`config.mk`:
```
export PLATFORM = sky130hd
export DESIGN_NAME = spectral_sensor_reg_bank
export DESIGN_NICKNAME = d
export VERILOG_FILES = /design/src/common/spectral_pkg.sv /design/src/logic/integ_timer.sv /design/src/logic/result_mem.sv /design/src/logic/spectral_sensor_reg_bank.sv
export SDC_FILE = /design/constraint.sdc
export NUM_CORES = 1
export LEC_CHECK = 0
export ABC_AREA = 0
export ABC_CLOCK_PERIOD_IN_PS = 4600
export BUFFER_PORTS_ARGS = -buffer_cell sky130_fd_sc_hd__buf_2
export CAP_MARGIN = 20
export CORE_ASPECT_RATIO = 1.1
export CORE_MARGIN = 1
export CORE_UTILIZATION = 25
export CTS_CLUSTER_SIZE = 14
export DETAILED_ROUTE_END_ITERATION = 12
export PLACE_DENSITY_LB_ADDON = 0.15
export SKIP_CTS_REPAIR_TIMING = 1
export SYNTH_ARGS = -nofsm -noshare
export SYNTH_HDL_FRONTEND = slang
export SYNTH_HIERARCHICAL = 1
export SYNTH_SLANG_ARGS = --single-unit
```
`constraint.sdc`:
```
create_clock -name clk -period 4.6 [get_ports clk]
set_input_delay 0.46 -clock clk [delete_from_list [all_inputs] [get_ports clk]]
set_output_delay 0.46 -clock clk [all_outputs]
set_load 0.005 [all_outputs]
```
`src/common/spectral_pkg.sv`:
```
// shared constants, types and helpers of the sensor register bank
// assumes byte-wide register access and a 100 MHz system clock
package spectral_pkg;

  localparam logic [7:0] ADDR_HW_HI = 8'h00;
  localparam logic [7:0] ADDR_HW_LO = 8'h01;
  localparam logic [7:0] ADDR_FW_HI = 8'h02;
  localparam logic [7:0] ADDR_FW_LO = 8'h03;
  localparam logic [7:0] ADDR_CFG = 8'h04;
  localparam logic [7:0] ADDR_INTEG = 8'h05;
  localparam logic [7:0] ADDR_TEMP = 8'h06;
  localparam logic [7:0] ADDR_LED = 8'h07;
  localparam logic [7:0] ADDR_RAW1_HI = 8'h08;
  localparam logic [7:0] ADDR_RAW1_LO = 8'h09;
  localparam logic [7:0] ADDR_RAW2_HI = 8'h0A;
  localparam logic [7:0] ADDR_RAW2_LO = 8'h0B;

  localparam int CFG_SOFT_RESET_BIT_BIT = 7;
  localparam int CFG_INT_BIT = 6;
  localparam int CFG_GAIN_LSB = 4;
  localparam int CFG_MODE_LSB = 2;
  localparam int CFG_RDY_BIT = 1;
  localparam int CFG_FACTORY_RESTORE_BIT = 0;
  localparam int LED_ERR_BIT = 7;
  localparam int LED_ILLUM_CUR_LSB = 4;
  localparam int LED_ILLUM_EN_BIT = 3;
  localparam int LED_IND_CUR_LSB = 1;
  localparam int LED_IND_EN_BIT = 0;

  localparam logic [7:0] FW_SEL_MAJOR = 8'h01;
  localparam logic [7:0] FW_SEL_PATCH = 8'h02;
  localparam logic [7:0] FW_SEL_BUILD = 8'h03;
  localparam logic [7:0] FW_SEL_RESET = 8'h00;

  typedef enum logic [1:0] {
    GAIN_1X = 2'b00, GAIN_3X7 = 2'b01, GAIN_16X = 2'b10, GAIN_64X = 2'b11
  } gain_type;
  typedef enum logic [1:0] {
    MODE_FOUR_A = 2'b00, MODE_FOUR_B = 2'b01,
    MODE_ALL_SIX = 2'b10, MODE_ONE_SHOT = 2'b11
  } mode_type;
  typedef enum logic [1:0] {
    ILLUM_12MA5 = 2'b00, ILLUM_25MA = 2'b01,
    ILLUM_50MA = 2'b10, ILLUM_100MA = 2'b11
  } illum_cur_type;
  typedef enum logic [1:0] {
    IND_1MA = 2'b00, IND_2MA = 2'b01, IND_4MA = 2'b10, IND_8MA = 2'b11
  } ind_cur_type;

  typedef struct packed {
    illum_cur_type illum_drive_current;
    logic illum_drive_enable;
    ind_cur_type indicator_current;
    logic indicator_enable;
  } led_cfg_type;

  typedef struct packed {
    logic [7:0] addr;
    logic [7:0] wdata;
    logic wr;
    logic rd;
  } reg_req_type;

  typedef struct packed {
    logic [15:0] first;
    logic [15:0] second;
    logic [7:0] temp;
    logic temp_ok;
  } chip_data_type;

  localparam led_cfg_type LED_CFG_RESET = '{ILLUM_12MA5, 1'b0, IND_2MA, 1'b0};
  localparam gain_type GAIN_RESET = GAIN_3X7;
  localparam mode_type MODE_RESET = MODE_ALL_SIX;
  localparam logic [7:0] INTEG_RESET = 8'h20;
  localparam logic [7:0] TEMP_ERROR = 8'h80;
  localparam logic [18:0] COUNTS_PER_CYCLE = 19'h00400;
  localparam logic [15:0] COUNT_MAX = 16'hFFFF;

  localparam real CLK_PERIOD_NS = 10.0;
  localparam real INTEG_CYCLE_MS = 2.78;
  localparam int INTEG_CYCLE_CLKS = int'(INTEG_CYCLE_MS * 1.0e6 / CLK_PERIOD_NS);

  // highest count reachable after period+1 integration cycles
  function automatic logic [15:0] max_count(input logic [7:0] period);
    logic [18:0] full;
    full = ({11'h000, period} + 19'h00001) * COUNTS_PER_CYCLE - 19'h00001;
    if (full > {3'h0, COUNT_MAX}) begin
      return COUNT_MAX;
    end
    return full[15:0];
  endfunction

endpackage

```
`src/logic/integ_timer.sv`:
```
// integration timer: period+1 cycles of a fixed length each
// assumes start arrives only while idle
module integ_timer import spectral_pkg::*; #(
  parameter int CYCLE_CLKS = INTEG_CYCLE_CLKS
) (
  input wire logic clk,
  input wire logic rst,
  input wire logic start,
  input wire logic [7:0] period,
  output logic busy,
  output logic done
);

  if (CYCLE_CLKS < 1) begin : g_check
    $error("integ_timer: CYCLE_CLKS must be at least one");
  end

  localparam int DW = (CYCLE_CLKS > 1) ? $clog2(CYCLE_CLKS) : 1;
  localparam logic [DW-1:0] DIV_LAST = DW'(CYCLE_CLKS - 1);

  logic [DW-1:0] div_reg;
  logic [8:0] left_reg;
  logic tick;

  assign tick = busy && (div_reg == DIV_LAST);

  always_ff @(posedge clk) begin
    if (rst || start || tick) begin
      div_reg <= '0;
    end else if (busy) begin
      div_reg <= div_reg + DW'(1);
    end
  end

  always_ff @(posedge clk) begin
    if (rst) begin
      busy <= 1'b0;
      left_reg <= 9'h000;
      done <= 1'b0;
    end else begin
      done <= 1'b0;
      if (start && !busy) begin
        busy <= 1'b1;
        left_reg <= {1'b0, period} + 9'h001;
      end else if (tick) begin
        left_reg <= left_reg - 9'h001;
        if (left_reg == 9'h001) begin
          busy <= 1'b0;
          done <= 1'b1;
        end
      end
    end
  end

endmodule

```
`src/logic/result_mem.sv`:
```
// small result store, one word per chip and channel
// assumes one write port, one read port, read data one cycle late
module result_mem import spectral_pkg::*; #(
  parameter int WIDTH = 16,
  parameter int DEPTH = 6
) (
  input wire logic clk,
  input wire logic wr_en,
  input wire logic [$clog2(DEPTH)-1:0] wr_addr,
  input wire logic [WIDTH-1:0] wr_data,
  input wire logic [$clog2(DEPTH)-1:0] rd_addr,
  output logic [WIDTH-1:0] rd_data
);

  if (DEPTH < 2 || WIDTH < 1) begin : g_check
    $error("result_mem: unsupported geometry");
  end

  logic [WIDTH-1:0] mem [DEPTH];

  always_ff @(posedge clk) begin
    if (wr_en) begin
      mem[wr_addr] <= wr_data;
    end
  end

  always_ff @(posedge clk) begin
    rd_data <= mem[rd_addr];
  end

endmodule

```
`src/logic/spectral_sensor_reg_bank.sv`:
```
// host-visible register bank of a chained multi-chip spectral sensor
// assumes byte register requests synchronous to clk, front-end data held
//
// Summary of operation
// host writes selector 1..3, reads high byte of chosen version part
// writing soft reset bit resets device; reading it gives gain error
// gain field bits 5:4 selects 1x, 3.7x, 16x, 64x; resets to 01
// mode field bits 3:2: two four-channel modes, continuous six; reset 10
// mode code 11 performs one single six-channel measurement pass
// integration lasts period+1 cycles of 2.78 ms; max count saturates
// host programs 64 cycles or more for full sixteen-bit range
// temperature is signed Celsius; -128 signals a failed reading
// temperature comes from the chip chosen by target chip select
// illumination current bits 5:4 per selected chip, 12.5 to 100 mA
// indicator current bits 2:1 reset 01; bits 3, 0 enable drivers
// LED config bit 7 is read-only flag for status read error
// first raw pair: sixteen-bit count, high byte first, selected chip
// second raw pair: read-only count, high byte first, selected chip
// data-ready bit 1 set on new result; drives interrupt when enabled
// factory restore bit 0 returns settings to defaults; reads zero
module spectral_sensor_reg_bank import spectral_pkg::*; #(
  parameter int NUM_CHIPS = 3,
  parameter int CYCLE_CLKS = INTEG_CYCLE_CLKS,
  parameter logic [7:0] HW_DEVICE_TYPE = 8'h5A, // arbitrary value
  parameter logic [7:0] HW_REVISION = 8'h01 // arbitrary value
) (
  input wire logic clk,
  input wire logic sys_rst,
  input reg_req_type reg_req,
  output logic [7:0] reg_rdata,
  output logic reg_rvalid,
  input wire logic [1:0] target_chip_select,
  input wire logic [15:0] fw_major,
  input wire logic [15:0] fw_patch,
  input wire logic [15:0] fw_build,
  input wire logic gain_error,
  input wire logic status_read_err,
  input chip_data_type [NUM_CHIPS-1:0] chip_data,
  output gain_type gain_sel,
  output mode_type meas_mode,
  output logic integrating,
  output logic int_pin,
  output logic device_reset,
  output led_cfg_type [NUM_CHIPS-1:0] led_cfg
);

  if (NUM_CHIPS < 1 || NUM_CHIPS > 4) begin : g_check
    $error("spectral_sensor_reg_bank: NUM_CHIPS must be 1 to 4");
  end

  localparam int ENTRIES = 2 * NUM_CHIPS;
  localparam int AW = $clog2(ENTRIES);
  localparam logic [AW-1:0] LAST_ENTRY = AW'(ENTRIES - 1);
  localparam logic [1:0] CHIP_LIMIT = 2'(NUM_CHIPS - 1);

  typedef enum logic [1:0] {
    ST_IDLE = 2'b00,
    ST_INTEG = 2'b01,
    ST_CAPTURE = 2'b10
  } meas_state_type;

  // memory slot of one channel of one chip
  function automatic logic [AW-1:0] slot(input logic [1:0] chip,
                                         input logic second);
    logic [3:0] s;
    s = {1'b0, chip, 1'b0} + {3'h0, second};
    return s[AW-1:0];
  endfunction

  logic rst_all;
  logic wr_cfg;
  logic wr_led;
  logic factory_hit;
  logic sel_ok;
  logic rd_take;
  logic [AW-1:0] mem_rd_addr;
  logic [15:0] mem_rd_data;
  logic [15:0] cap_value;
  logic [15:0] cap_raw;
  logic cap_wr;
  logic timer_done;
  logic timer_start;

  meas_state_type state_reg;
  meas_state_type state_next;
  logic soft_rst_reg;
  logic [7:0] fw_sel_reg;
  logic int_en_reg;
  logic rdy_reg;
  logic read_err_reg;
  logic one_shot_reg;
  logic [7:0] integ_reg;
  logic [7:0] run_period_reg;
  logic [AW-1:0] cap_idx_reg;
  logic rd_pend_reg;
  logic [7:0] rd_addr_reg;

  // soft reset reaches every register except its own strobe, device_reset and the result memory
  assign rst_all = sys_rst || soft_rst_reg;
  assign sel_ok = target_chip_select <= CHIP_LIMIT;
  assign wr_cfg = reg_req.wr && (reg_req.addr == ADDR_CFG);
  assign wr_led = reg_req.wr && (reg_req.addr == ADDR_LED);
  assign factory_hit = wr_cfg && reg_req.wdata[CFG_FACTORY_RESTORE_BIT];
  assign rd_take = reg_req.rd && !reg_req.wr;

  always_ff @(posedge clk) begin
    if (sys_rst) begin
      soft_rst_reg <= 1'b0;
    end else begin
      soft_rst_reg <= wr_cfg && reg_req.wdata[CFG_SOFT_RESET_BIT_BIT];
    end
  end

  always_ff @(posedge clk) begin
    if (sys_rst) begin
      device_reset <= 1'b0;
    end else begin
      device_reset <= wr_cfg && reg_req.wdata[CFG_SOFT_RESET_BIT_BIT];
    end
  end

  // version selector
  always_ff @(posedge clk) begin
    if (rst_all) begin
      fw_sel_reg <= FW_SEL_RESET;
    end else if (reg_req.wr && (reg_req.addr == ADDR_FW_HI ||
                                reg_req.addr == ADDR_FW_LO)) begin
      fw_sel_reg <= reg_req.wdata;
    end
  end

  // measurement configuration
  always_ff @(posedge clk) begin
    if (rst_all || factory_hit) begin
      int_en_reg <= 1'b0;
      gain_sel <= GAIN_RESET;
      meas_mode <= MODE_RESET;
    end else if (wr_cfg) begin
      int_en_reg <= reg_req.wdata[CFG_INT_BIT];
      gain_sel <= gain_type'(reg_req.wdata[CFG_GAIN_LSB +: 2]);
      meas_mode <= mode_type'(reg_req.wdata[CFG_MODE_LSB +: 2]);
    end
  end

  always_ff @(posedge clk) begin
    if (rst_all || factory_hit) begin
      integ_reg <= INTEG_RESET;
    end else if (reg_req.wr && reg_req.addr == ADDR_INTEG) begin
      integ_reg <= reg_req.wdata;
    end
  end

  // per-chip light source settings, written through the selected chip
  for (genvar c = 0; c < NUM_CHIPS; c++) begin : g_led
    always_ff @(posedge clk) begin
      if (rst_all || factory_hit) begin
        led_cfg[c] <= LED_CFG_RESET;
      end else if (wr_led && target_chip_select == 2'(c)) begin
        led_cfg[c].illum_drive_current <=
          illum_cur_type'(reg_req.wdata[LED_ILLUM_CUR_LSB +: 2]);
        led_cfg[c].illum_drive_enable <=
          reg_req.wdata[LED_ILLUM_EN_BIT];
        led_cfg[c].indicator_current <=
          ind_cur_type'(reg_req.wdata[LED_IND_CUR_LSB +: 2]);
        led_cfg[c].indicator_enable <=
          reg_req.wdata[LED_IND_EN_BIT];
      end
    end
  end

  // sticky status-read error; a new error wins over the read that clears
  always_ff @(posedge clk) begin
    if (rst_all) begin
      read_err_reg <= 1'b0;
    end else if (status_read_err) begin
      read_err_reg <= 1'b1;
    end else if (rd_pend_reg && rd_addr_reg == ADDR_LED) begin
      read_err_reg <= 1'b0;
    end
  end

  // one-shot request armed by writing mode 11, consumed at start
  always_ff @(posedge clk) begin
    if (rst_all) begin
      one_shot_reg <= 1'b0;
    end else if (wr_cfg && !factory_hit && reg_req.wdata[CFG_MODE_LSB +: 2]
                 == MODE_ONE_SHOT) begin
      one_shot_reg <= 1'b1;
    end else if (timer_start) begin
      one_shot_reg <= 1'b0;
    end
  end

  // measurement sequencing
  always_comb begin
    state_next = state_reg;
    timer_start = 1'b0;
    unique case (state_reg)
      ST_IDLE: begin
        if (meas_mode != MODE_ONE_SHOT || one_shot_reg) begin
          timer_start = 1'b1;
          state_next = ST_INTEG;
        end
      end
      ST_INTEG: begin
        if (timer_done) begin
          state_next = ST_CAPTURE;
        end
      end
      ST_CAPTURE: begin
        if (cap_idx_reg == LAST_ENTRY) begin
          state_next = ST_IDLE;
        end
      end
      default: begin
        state_next = ST_IDLE;
      end
    endcase
  end

  always_ff @(posedge clk) begin
    if (rst_all) begin
      state_reg <= ST_IDLE;
    end else begin
      state_reg <= state_next;
    end
  end

  // period frozen for the whole pass so saturation matches the timer
  always_ff @(posedge clk) begin
    if (rst_all) begin
      run_period_reg <= INTEG_RESET;
    end else if (timer_start) begin
      run_period_reg <= integ_reg;
    end
  end

  integ_timer #(
    .CYCLE_CLKS(CYCLE_CLKS)
  ) u_timer (
    .clk(clk),
    .rst(rst_all),
    .start(timer_start),
    .period(integ_reg),
    .busy(integrating),
    .done(timer_done)
  );

  // capture walks one slot per cycle: chip 0 first, then second
  always_ff @(posedge clk) begin
    if (rst_all || state_reg != ST_CAPTURE) begin
      cap_idx_reg <= '0;
    end else if (cap_idx_reg != LAST_ENTRY) begin
      cap_idx_reg <= cap_idx_reg + AW'(1);
    end
  end

  assign cap_wr = (state_reg == ST_CAPTURE);

  always_comb begin
    cap_raw = 16'h0000;
    for (int i = 0; i < ENTRIES; i++) begin
      if (cap_idx_reg == AW'(i)) begin
        cap_raw = (i % 2 == 0) ? chip_data[i / 2].first
                               : chip_data[i / 2].second;
      end
    end
  end

  // counts cannot exceed what the integration length allows
  assign cap_value = (cap_raw > max_count(run_period_reg)) ?
                     max_count(run_period_reg) : cap_raw;

  // a completed pass wins over the read that clears the flag
  always_ff @(posedge clk) begin
    if (rst_all) begin
      rdy_reg <= 1'b0;
    end else if (cap_wr && cap_idx_reg == LAST_ENTRY) begin
      rdy_reg <= 1'b1;
    end else if (rd_take && reg_req.addr == ADDR_RAW1_HI) begin
      rdy_reg <= 1'b0;
    end
  end

  always_ff @(posedge clk) begin
    if (rst_all) begin
      int_pin <= 1'b0;
    end else begin
      int_pin <= int_en_reg && rdy_reg;
    end
  end

  // read address decides the slot; out-of-range chip reads chip 0
  assign mem_rd_addr = slot(sel_ok ? target_chip_select : 2'b00,
                            reg_req.addr == ADDR_RAW2_HI ||
                            reg_req.addr == ADDR_RAW2_LO);

  result_mem #(
    .WIDTH(16),
    .DEPTH(ENTRIES)
  ) u_results (
    .clk(clk),
    .wr_en(cap_wr),
    .wr_addr(cap_idx_reg),
    .wr_data(cap_value),
    .rd_addr(mem_rd_addr),
    .rd_data(mem_rd_data)
  );

  always_ff @(posedge clk) begin
    if (rst_all) begin
      rd_pend_reg <= 1'b0;
      rd_addr_reg <= 8'h00;
    end else begin
      rd_pend_reg <= rd_take;
      rd_addr_reg <= reg_req.addr;
    end
  end

  // read data assembled in the second cycle, when memory data is valid
  always_ff @(posedge clk) begin
    if (rst_all) begin
      reg_rvalid <= 1'b0;
    end else begin
      reg_rvalid <= rd_pend_reg;
    end
  end

  always_ff @(posedge clk) begin
    if (rst_all) begin
      reg_rdata <= 8'h00;
    end else if (rd_pend_reg) begin
      unique case (rd_addr_reg)
        ADDR_HW_HI: reg_rdata <= HW_DEVICE_TYPE;
        ADDR_HW_LO: reg_rdata <= HW_REVISION;
        ADDR_FW_HI, ADDR_FW_LO: begin
          unique case (fw_sel_reg)
            FW_SEL_MAJOR: reg_rdata <= fw_major[15:8];
            FW_SEL_PATCH: reg_rdata <= fw_patch[15:8];
            FW_SEL_BUILD: reg_rdata <= fw_build[15:8];
            default: reg_rdata <= 8'h00;
          endcase
        end
        ADDR_CFG: begin
          reg_rdata <= {gain_error, int_en_reg, gain_sel, meas_mode,
                        rdy_reg, 1'b0};
        end
        ADDR_INTEG: reg_rdata <= integ_reg;
        ADDR_TEMP: begin
          if (!sel_ok) begin
            reg_rdata <= TEMP_ERROR;
          end else if (!chip_data[target_chip_select].temp_ok ||
                       chip_data[target_chip_select].temp == TEMP_ERROR)
          begin
            reg_rdata <= TEMP_ERROR;
          end else begin
            reg_rdata <= chip_data[target_chip_select].temp;
          end
        end
        ADDR_LED: begin
          if (sel_ok) begin
            reg_rdata <= {read_err_reg, 1'b0,
                          led_cfg[target_chip_select]};
          end else begin
            reg_rdata <= {read_err_reg, 7'h00};
          end
        end
        ADDR_RAW1_HI, ADDR_RAW2_HI: begin
          reg_rdata <= mem_rd_data[15:8];
        end
        ADDR_RAW1_LO, ADDR_RAW2_LO: begin
          reg_rdata <= mem_rd_data[7:0];
        end
        default: reg_rdata <= 8'h00;
      endcase
    end
  end

endmodule

```
* Word-level counts from Yosys, hierarchy flattened
Memory sizes are Yosys's and may differ from the RTL's. A register that Yosys moved wholly into a read port is not among the register bits.
Index checks and enable logic that the tools add are counted.
** Operators by class
- Add/sub/neg operators :: 7
- Multiply operators :: 0
- Div/mod/pow operators :: 0
- Magnitude comparators :: 4
- Equal/unequal tests :: 41
- Shifts and indexed selects :: 0
- Multiplexer cells :: 40
- Bitwise operators :: 1
- Reduce and logical (&&, ||, !) cells :: 46
** Operators by type and width (count)
- $mux 16 :: 9
- $bmux 41 s2 :: 1
- $pmux 8 s9 :: 1
- $eq 8x3->1 const B :: 7
- $eq 8x4->1 const B :: 7
- $eq 8x2->1 const B :: 6
- $mux 9 :: 3
- $pmux 8 s3 :: 1
- $add 19x1->19 const B :: 1
- $eq 19x19->1 const B :: 1
- $gt 19x16->1 const B :: 1
- $sub 19x1->19 const B :: 1
- $add 8x1->9 const B :: 2
- $logic_and 1x1->1 :: 18
- $eq 8x1->1 const B :: 2
- $gt 16x16->1 :: 1
- $mux 8 :: 2
- $mux 1 :: 15
- $bmux 6 s2 :: 1
- $mux 6 :: 2
- $reduce_bool 2->1 :: 5
- $eq 9x1->1 const B :: 1
- $logic_or 1x1->1 :: 9
- $sub 9x1->9 const B :: 1
- other kinds (24) :: 41
** Storage, ports and cells
- Bits in registers :: 105
- Bits in latches :: 0
- Memory bits (writable) :: 96
- Bits in read-only memories :: 0
- Bits of input ports :: 195
- Output and inout port bits :: 34
- Word-level logic and storage cells :: 173
- Memories kept :: 1
** Memories
- u_results.mem :: words 6, width 16, rd ports 1, clocked after Yosys merged registers in 1, wr ports 1, RTL line result_mem.sv:19 : logic [WIDTH-1:0] mem [DEPTH];

* Logic depth before layout (Yosys ltp)
Gate-level depths: netlist of the first run.
- Word-level depth :: 9
- Depth in mapped cells :: 17
- Gate-level depth less buffers :: 14

* Modules after synthesis
Netlist of the first run, hierarchy kept.
** Modules (own cells, without submodules)
- spectral_sensor_reg_bank :: times used 1, cells each 701, area each 5382.7 um2, seq. area each 1501.4 um2
- result_mem :: times used 1, cells each 215, area each 4087.7 um2, seq. area each 3203.1 um2
- integ_timer :: times used 1, cells each 206, area each 1721.7 um2, seq. area each 600.6 um2

* Least setup slack after synthesis of the first run
No wires, ideal clock.
- Path kind :: register to register
- From :: register run_period_reg[1]
- To :: memory u_results.mem[0][10], data pin
- Setup time :: 267 ps
- Data arrival time :: 3376 ps
- Data required time :: 4333 ps
- Slack :: 957 ps
- Stages on the path, launching flop included :: 13
- Buffers on the path :: 0
- Period minus slack after synthesis :: 3643 ps
- Cells stage by stage :: dfxtp_1 -> ha_1 -> xor2_1 -> nor3b_1 -> or4b_1 -> o2111ai_4 -> nor3_1 -> ha_1 -> a21o_1 -> a21o_1 -> a211oi_1 -> a41oi_2 -> mux2_4
** Between the ends
- Longest elaborated chain between the ends :: 7
** RTL lines
- from (decl) :: RTL line spectral_sensor_reg_bank.sv:93 : logic [7:0] run_period_reg;
- from (signal assigned) :: RTL line spectral_sensor_reg_bank.sv:234 : run_period_reg <= integ_reg;
- $add 8x1->9 (*) :: RTL line spectral_pkg.sv:86 : full = ({11'h000, period} + 19'h00001) * COUNTS_PER_CYCLE - 19'h00001;
- $sub 19x1->19 (*) :: RTL line spectral_pkg.sv:86
- $gt 19x16->1 :: RTL line spectral_pkg.sv:87 : if (full > {3'h0, COUNT_MAX}) begin
- $mux 1 :: RTL line spectral_pkg.sv:87
- $mux 16 (*) :: RTL line spectral_pkg.sv:90 : return full[15:0];
- $gt 16x16->1 :: RTL line spectral_sensor_reg_bank.sv:271 : assign cap_value = (cap_raw > max_count(run_period_reg)) ?
- $mux 16 (*) :: RTL line spectral_sensor_reg_bank.sv:271
- named net cap_value[10] :: RTL line spectral_sensor_reg_bank.sv:78 : logic [15:0] cap_value;
- to (decl) :: RTL line result_mem.sv:19
The timed path passes the listed nets; every way through them passes the cells marked *.

* Worst setup path after layout of the first run
- From :: register run_period_reg[0]
- To :: memory u_results.mem[2][13], data pin
The elaborated chain is that of the path after synthesis.

==> metrics.txt, run 1 <==
GPL Wtd Cong=0.798; layout overhead on the synthesized area=23.6%; warnings from Yosys=6; total core area=43,700 sq um; Rows=80; worst clock skew=0.0178 ns; Worst R2R Start=run_period_reg[0]; share of layout cells above drive strength 1=0.247; setup TNS=0 ns; max FFs per register=96; hold path start=sys_rst; Post-synth ARST share=0; H-Tree Depth=1; Die H=224 microns; maximum clock rate=0.236 GHz; drt initial violations=557; drt total wl=34.2 mm; compound-gate portion of the synthesized area=0.165; Req. time, crit path=4.88 ns; Slew Limit Fails=0; Setup CP Type=register to register; routed vias/inst=4.88; vias post-DR=9,314; Post-DRT Antenna Nets=0; Least-Margin Pin Slew=1.06 ns; hold worst-path end=device_reset; fin crit period=4.23 ns; post-synthesis register bit count=217; Pleak=0.00512 uW; largest family of logic cells by synthesized area=simple AND/OR/NAND/NOR gates; Most used DFF post-synth=dfxtp_1; worst hold path type=primary input to register; die area=45,600 sq um; CP Capture Type=register; Crit Reg-Reg Endpoint=u_results/mem[2][13]; r2r setup slk=0.37 ns; Max-Cap Viols=0; critical path fanouts, max=11; number of antenna diodes=0; final hold vios=0; Clock transition at path regs=0.06 ns; # IOs=229; dpl hpwl=25.0 mm; largest net degree at the start of global routing=43; die width=204 microns; clock root cell=clkbuf_16; Reg2Reg Depth=12; post-synthesis simple-gate area fraction=0.185; TritonCTS clock tree=done; first-pass GRT wire length=53.5 mm; fin crit share=0.919; Synth Area in Adders=0.0190; pwr/cell area=335 nW/um^2; Post-synth EDFFs=96; routed len/inst=18.0 microns; Rel. slew slack=0.289; mux cell area share after synthesis=0.0978; router iterations before antenna repair=5; Mapped Cells=1,122; worst-skew pair later-pin latency=0.54 ns; initial antenna violation count=1; Clock Tree Buf Depth=3; syn_area_per_cell=9.98 sq um; register area share after synthesis=0.474; gr ovfl total=0; Num CTS Buffers=26; Peak supply drop=0.233 mV; clk sinks=217; input/output buffers=204; outcome=finished clean; Syn Nets=1,334; hold depth=2; number of global-route vias before repair=9,308; Final setup viols=0; RSZ-0062 raised after global routing=false; crit start category=register; final core occ=0.316; GRT Overall Usage=0.150; DRC Markers=0; Post-Synth XOR/XNOR Area=0.0170; mapped cell area=11,200 sq um; Worst Path Arrival=4.51 ns; Initial Utilization=0.256; Distinct cells, synth=85; Nets=1,525
==> cells by family (layout without fill, tap and decap cells) <==
| family | count (synthesis) | after routing |
|---|---|---|
| buffers and inverters | 95 | 306 |
| XOR/XNOR | 20 | 20 |
| adder cells (fa/ha/maj) | 17 | 17 |
| AO/OA/AOI/OAI | 264 | 264 |
| multiplexers | 107 | 107 |
| flip-flops | 217 | 217 |
| AND/OR/NAND/NOR | 402 | 402 |
==> stage by stage <==
stage / power (uW) / cells / cell area (sq um) / setup WS, ns / hold slack [ns]
after floorplan: 2300 / 1122 / 11200 / 0.957 / 0.442
after global placement: 2480 / 1855 / 12800 / 0.242 / 0.443
after detailed placement: 2480 / 1857 / 12800 / 0.197 / 0.449
after CTS: 4710 / 1905 / 13800 / 0.139 / 0.109
after global routing: 4830 / 1907 / 13800 / 0.0359 / 0.119
final: 4640 / 1907 / 13800 / 0.371 / 0.134
==> report_power, final <==
part           switching (uW)  total (uW)  internal [uW]
clock                     847        2200           1350
combinational             205         360            156
sequential               24.6        2070           2050
total                    1080        4640           3560
==> cells in the mapped netlist (all sizes together), types with 4 or more instances <==
| master | instances | share of area |
|---|---|---|
| nand4 | 10 | 0.0056 |
| a21o | 4 | 0.0027 |
| nor2b | 20 | 0.011 |
| nand2b | 10 | 0.0056 |
| nand2 | 137 | 0.046 |
| nor4 | 11 | 0.0086 |
| mux2i | 94 | 0.084 |
| o31ai | 9 | 0.0060 |
| o211ai | 8 | 0.0054 |
| nand4b | 4 | 0.0031 |
| a21oi | 76 | 0.035 |
| a31oi | 6 | 0.0034 |
| and2 | 14 | 0.0078 |
| dfxtp | 121 | 0.22 |
| or4b | 4 | 0.0036 |
| a311oi | 6 | 0.0047 |
| o22ai | 8 | 0.0045 |
| edfxtp | 96 | 0.26 |
| nor3b | 4 | 0.0027 |
| and3 | 7 | 0.0039 |
| mux2 | 13 | 0.014 |
| nand3 | 41 | 0.018 |
| clkbuf | 33 | 0.011 |
| nor3 | 18 | 0.0080 |
| ha | 17 | 0.019 |
| or4 | 13 | 0.0087 |
| a211oi | 5 | 0.0034 |
| xor2 | 9 | 0.0070 |
| a221oi | 12 | 0.0094 |
| buf | 34 | 0.022 |
| o21ai | 45 | 0.021 |
| and4 | 7 | 0.0056 |
| a22o | 30 | 0.023 |
| a32oi | 5 | 0.0039 |
| nor2 | 67 | 0.023 |
| or3 | 15 | 0.0084 |
| a22oi | 14 | 0.0094 |
| inv | 26 | 0.0087 |
| nand3b | 9 | 0.0060 |
| a221o | 10 | 0.0089 |
| xnor2 | 10 | 0.0078 |
==> per-layer routing <==
metal	track usage	vias up	part of all wire
met1	0.191	4473	0.45
met3	0.0220	37	0.045
met4	0.0349	0	0.014
li1	-	4578	-
met2	0.264	226	0.49
met5	0	-	0
==> how the worst max path moves through the flow <==
stage	from	to	slack, ns	depth (start not counted)
5_1_grt	run_period_reg[0]	u_results/mem[1][13]	0.04	12
3_5_place_dp	run_period_reg[0]	u_results/mem[5][11]	0.20	12
6_report	run_period_reg[0]	u_results/mem[2][13]	0.37	12
3_3_place_gp	run_period_reg[0]	u_results/mem[5][11]	0.24	12
2_1_floorplan	run_period_reg[1]	u_results/mem[0][10]	0.96	12
4_1_cts	run_period_reg[0]	u_results/mem[5][11]	0.14	12
==> critical path, stage by stage (launching register included) <==
cell and delay, ns:
dfxtp_1 0.52, ha_1 0.35, xor2_1 0.10, nor3b_1 0.46, or4b_1 0.53, o2111ai_4 0.16
nor3_1 0.13, ha_1 0.32, a21o_1 0.18, a21o_1 0.17, a211oi_1 0.37, a41oi_2 0.19
mux2i_1 0.49
==> area by class of cell <==
| class | instances | area (sq um) |
|---|---|---|
| clock inverter | 14 | 169 |
| sequential | 217 | 5310 |
| tap | 574 | 718 |
| clock buffer | 34 | 772 |
| inverter | 28 | 105 |
| multi-input combinational | 810 | 5470 |
| fill | 4566 | 29900 |
| timing repair buffer | 230 | 1290 |
==> cell usage in the layout (no fill, tap or decap), types with 27 or more instances in the layout <==
cell type / count
nor2_1: 60
buf_2: 204
a21oi_1: 72
clkbuf_16: 27
nand3_1: 41
dfxtp_1: 121
edfxtp_1: 96
nand2_1: 137
o21ai_0: 37
mux2i_1: 92
a22o_1: 30
Power figures use the tool's default switching activity.
==> run 2: changes to the inputs <==
--- a/config.mk
+++ b/config.mk
@@ -5,10 +5,12 @@
 export SDC_FILE = /design/constraint.sdc
 export NUM_CORES = 1
 export LEC_CHECK = 0
-export ABC_AREA = 0
+export ABC_AREA = 1
 export ABC_CLOCK_PERIOD_IN_PS = 4600
 export BUFFER_PORTS_ARGS = -buffer_cell sky130_fd_sc_hd__buf_2
 export CAP_MARGIN = 20
+export CELL_PAD_IN_SITES_DETAIL_PLACEMENT = 0
+export CELL_PAD_IN_SITES_GLOBAL_PLACEMENT = 1
 export CORE_ASPECT_RATIO = 1.1
 export CORE_MARGIN = 1
 export CORE_UTILIZATION = 25
==> metrics.txt, run 2 <==
dpl hpwl=27.7 mm; GPL Wtd Cong=0.815; hold path start=sys_rst; Pleak=0.00619 uW; cell area after layout=14,100 sq um; Req. time, crit path=4.83 ns; total core area=45,700 sq um; final hold vios=0; Post-synth ARST share=0; Nets=1,990; share of layout cells above drive strength 1=0.174; RSZ-0062 raised after global routing=false; routed len/inst=15.5 microns; Initial Utilization=0.253; P_sw=1260 uW; Post-synth EDFFs=96; hold worst-path end=device_reset; TritonCTS clock tree=done; max FFs per register=96; Fill cells=5,001; die width=207 microns; Num CTS Buffers=25; syn_area_per_cell=7.32 sq um; Rel. slew slack=0.304; Mapped Cells=1,580; Most used DFF post-synth=dfxtp_1; hold depth=2; Rows=82; first-pass GRT wire length=57.6 mm; initial antenna violation count=1; crit start category=register; Die H=228 microns; Peak supply drop=0.243 mV; critical path fanouts, max=16; final core occ=0.308; DRC Markers=0; Slew Limit Fails=0; Hold WS=0.132 ns; Syn Nets=1,792; worst clock skew=0.0104 ns; CP Capture Type=register; Setup CP Type=register to register; post-synthesis register bit count=217; combinational share of power=0.125; setup TNS=0 ns; GRT Overall Usage=0.156; fin crit share=0.849; Clock Tree Buf Depth=3; placed cell area=13,200 sq um; number of global-route vias before repair=10.3k; clock root cell=clkbuf_16; cell taking the most area after synthesis=edfxtp_1; r2r setup slk=0.69 ns; worst hold path type=primary input to register; Least-Margin Pin Slew=1.04 ns; most common cell after layout, fill and taps aside=nand2_1; die area=47,100 sq um; register area share after synthesis=0.458; # IOs=229; most frequent cells in the layout=nand2_1 (476), nor2_1 (216), buf_2 (204); most common cell in the netlist=nand2_1; vias post-DR=10.5k; Max-Cap Viols=0; routed vias/inst=4.39; input/output buffers=204; warnings from Yosys=6; pwr/cell area=338 nW/um^2; Post-DRT Antenna Nets=0; router iterations before antenna repair=5; layout overhead on the synthesized area=21.5%; Worst Path Arrival=4.14 ns; Synth top area share=0.249; ranking of synthesized cells by area=edfxtp_1 (25%), dfxtp_1 (21%), nand2_1 (15%), nor2_1 (7.2%), nand3_1 (6.4%); clk sinks=217; clock power share=0.424; register share of total power=0.451; Distinct cells, synth=51; maximum clock rate=0.256 GHz; Reg2Reg Depth=15; drt initial violations=466; outcome=finished clean; drt total wl=36.9 mm; mapped cell area=11,600 sq um; Cell Int Power=3490 uW; gr ovfl total=0; largest net degree at the start of global routing=49; Post-synth top cells=nand2_1 (476), nor2_1 (222), inv_1 (157); Worst R2R Start=cap_idx_reg[2]; fin crit period=3.91 ns; Switching Share=0.265; Final setup viols=0; worst-skew pair later-pin latency=0.53 ns; H-Tree Depth=1; Crit Reg-Reg Endpoint=u_results/mem[5][14]; Clock transition at path regs=0.06 ns
[run 2: cell types whose count changed after synthesis, moves of 13 or more]
cell	change
clkbuf_1	-14
and2_1	-14
inv_1	+133
nor2b_1	-20
nand3_1	+106
nor2_1	+157
a22o_1	-30
or4_1	-13
mux2i_1	-92
or3_1	-15
nand2_1	+339
o21ai_0	+33
[run 2: worst max-delay path by stage]
stage / from / end / slack [ns] / cells past startpoint
floorplan: cap_idx_reg[2] / u_results/mem[0][0] / 1.41 / 17
global placement: cap_idx_reg[2] / u_results/mem[3][11] / 0.64 / 15
detailed placement: cap_idx_reg[2] / u_results/mem[2][11] / 0.61 / 15
CTS: cap_idx_reg[2] / u_results/mem[2][14] / 0.58 / 15
global route: cap_idx_reg[2] / u_results/mem[2][14] / 0.21 / 15
finish: cap_idx_reg[2] / u_results/mem[5][14] / 0.69 / 15
[run 2: cells by family after synthesis]
kind of cell	Yosys count	synth area share
flops	217	0.458
fa+ha+maj	17	0.0184
mux	2	0.00173
compound gates	194	0.0921
buf+inv	217	0.0794
simple gates	917	0.338
xor+xnor	16	0.0121
[run 2: cell type report]
class	instances	area, sq um	area share
Sequential cell	217	5310	0.377
Timing Repair Buffer	221	1190	0.0847
Multi-Input combinational cell	1146	5370	0.382
Inverter	167	629	0.0448
Tap cell	588	736	0.0523
Clock inverter	19	184	0.0131
Antenna cell	1	2.50	0.000178
Clock buffer	27	643	0.0457
[run 2: power by group through the flow]
stage | clock network (uW) | logic, uW | registers (uW)
final | 2020 | 593 | 2140
after floorplan | 0 | 392 | 2170
after global placement | 0 | 596 | 2180
after CTS | 2100 | 606 | 2140
after global routing | 2160 | 687 | 2150
after detailed placement | 0 | 603 | 2180
[run 2: critical path, cell delays in order (launching register included)]
cell      delay (ns)
dfxtp_1         0.39
inv_2           0.22
ha_1            0.48
inv_1           0.30
o211ai_1        0.17
nand3_1         0.12
o21ai_0         0.11
o21ai_0         0.18
ha_1            0.33
nand2_1         0.05
inv_1           0.06
nand3_1         0.09
o211ai_1        0.55
nand2_4         0.27
nand2_1         0.12
nand2_1         0.16
[run 2: through the flow]
step | setup WS [ns] | std cells | power [uW]
global placement | 0.638 | 2334 | 2780
detailed placement | 0.612 | 2337 | 2790
CTS | 0.584 | 2383 | 4850
floorplan | 1.41 | 1580 | 2560
finish | 0.694 | 2386 | 4750
global route | 0.211 | 2386 | 4990
[run 2: routing by layer]
metal,track usage,vias to the layer above,wire length (microns)
met4,0.0522,0,1080
li1,-,5534,-
met3,0.0213,56,1650
met5,0,-,0
met1,0.198,4613,16900
met2,0.273,265,17300
==> run 3: changes to the inputs <==
--- a/config.mk
+++ b/config.mk
@@ -6,7 +6,7 @@
 export NUM_CORES = 1
 export LEC_CHECK = 0
 export ABC_AREA = 1
-export ABC_CLOCK_PERIOD_IN_PS = 4600
+export ABC_CLOCK_PERIOD_IN_PS = 3900
 export BUFFER_PORTS_ARGS = -buffer_cell sky130_fd_sc_hd__buf_2
 export CAP_MARGIN = 20
 export CELL_PAD_IN_SITES_DETAIL_PLACEMENT = 0
==> constraint.sdc (replaced) <==
create_clock -name clk -period 3.9 [get_ports clk]
set_input_delay 0.39 -clock clk [delete_from_list [all_inputs] [get_ports clk]]
set_output_delay 0.39 -clock clk [all_outputs]
set_load 0.005 [all_outputs]
==> metrics.txt, run 3 (synthesis gave the netlist of run 2 again) <==
Stages on worst setup path=17; DRC Markers=0; gr ovfl total=0; Peak supply drop=0.240 mV; RSZ-0062 raised after global routing=false; layout overhead on the synthesized area=23.1%; area of the multi-input gates=5390 sq um; pwr/cell area=415 nW/um^2; Nets=1,997; die area=47,100 sq um; drt total wl=36.7 mm; Rows=82; Final setup viols=0; critical path's slowest cell=o211ai_1; pre-CTS setup slack=0.146 ns; Worst Path Arrival=3.69 ns; Pleak=0.00628 uW; Clock Tree Buf Depth=3; Num CTS Buffers=26; TritonCTS clock tree=done; Clock transition at path regs=0.06 ns; drt initial violations=523; # IOs=229; Setup CP Type=register to register; max FFs per register=96; fin crit period=3.46 ns; hold depth=2; setup slack after layout=0.442 ns; Least-Margin Pin Slew=1.05 ns; Reg2Reg Depth=17; die width=207 microns; Initial Utilization=0.253; Die H=228 microns; register area=5310 sq um; initial antenna violation count=1; CP Capture Type=register; vias post-DR=10.4k; GRT Overall Usage=0.154; CP most frequent cell=nand2_1; delay-heaviest family, CP=simple AND/OR/NAND/NOR gates; share of layout cells above drive strength 1=0.177; routed vias/inst=4.36; Max-Cap Viols=0; worst hold path type=primary input to register; most common cell after layout, fill and taps aside=nand2_1; worst path bufs/invs=2; clk sinks=217; largest net degree at the start of global routing=49; clock root cell=clkbuf_16; most frequent cells in the layout=nand2_1 (475), nor2_1 (215), buf_2 (204); Rel. slew slack=0.297; critical path fanouts, max=16; Critical Path, Cell by Cell=ha_1 > nor2_1 > o21ai_0 > nor2_1 > nand3_1 > o21bai_1 > nand2_1 > nand3_1 > inv_1 > ha_1 > nand2_1 > inv_1 > nand3_1 > o211ai_1 > nand2_8 > nand2_1 > nand2_1; r2r setup slk=0.44 ns; maximum clock rate=0.289 GHz; router iterations before antenna repair=7; Fill cells=5,034; Post-DRT Antenna Nets=0; H-Tree Depth=1; Slew Limit Fails=0; dpl hpwl=27.7 mm; GPL Wtd Cong=0.828; worst clock skew=0.0121 ns; Req. time, crit path=4.13 ns; setup TNS=0 ns; number of global-route vias before repair=10.2k; first-pass GRT wire length=56.9 mm; routed len/inst=15.3 microns; outcome=finished clean; worst-skew pair later-pin latency=0.54 ns; input/output buffers=204; final hold vios=0; crit start category=register; slowest stage delay, CP=0.45 ns; fin crit share=0.887; total core area=45,700 sq um; total power=5910 uW
==> run 3: final cells by class <==
cell class,instances,area share
diodes,1,0.000176
repair buffers,227,0.0860
multi-input cells,1146,0.379
inverters,167,0.0442
clock buffers,32,0.0488
flip-flops and latches,217,0.373
clock inverters,16,0.0180
well taps,588,0.0517
==> run 3: report_power, final <==
part / internal (uW) / total (uW) / leakage, uW / switching (uW)
sequential: 2490 / 2530 / 0.00185 / 39.8
clock: 1720 / 2670 / 0.000460 / 949
combinational: 243 / 714 / 0.00398 / 471
total: 4450 / 5910 / 0.00628 / 1460
==> run 3: worst paths after layout <==
check                                            end              start
worst max-delay path            u_results/mem[5][12]  run_period_reg[0]
worst min register to register         fw_sel_reg[2]      fw_sel_reg[2]
worst min-delay path                    device_reset            sys_rst
worst max register to register  u_results/mem[5][12]  run_period_reg[0]
==> run 3: metrics by stage <==
step	instance area, sq um	hold slack, ns	util	cells
global route	14200	0.0435	0.312	2394
global placement	13200	0.439	0.289	2341
floorplan	11600	0.426	-	1580
CTS	14200	0.0263	0.311	2391
detailed placement	13200	0.441	0.290	2343
finish	14200	0.0572	0.312	2394
==> run 3: metal layers <==
metal	track usage	vias up	wire, microns
met3	0.0174	38	1460
met5	0	-	0
met4	0.0453	0	802
met1	0.194	4612	16700
met2	0.279	238	17700
li1	-	5549	-
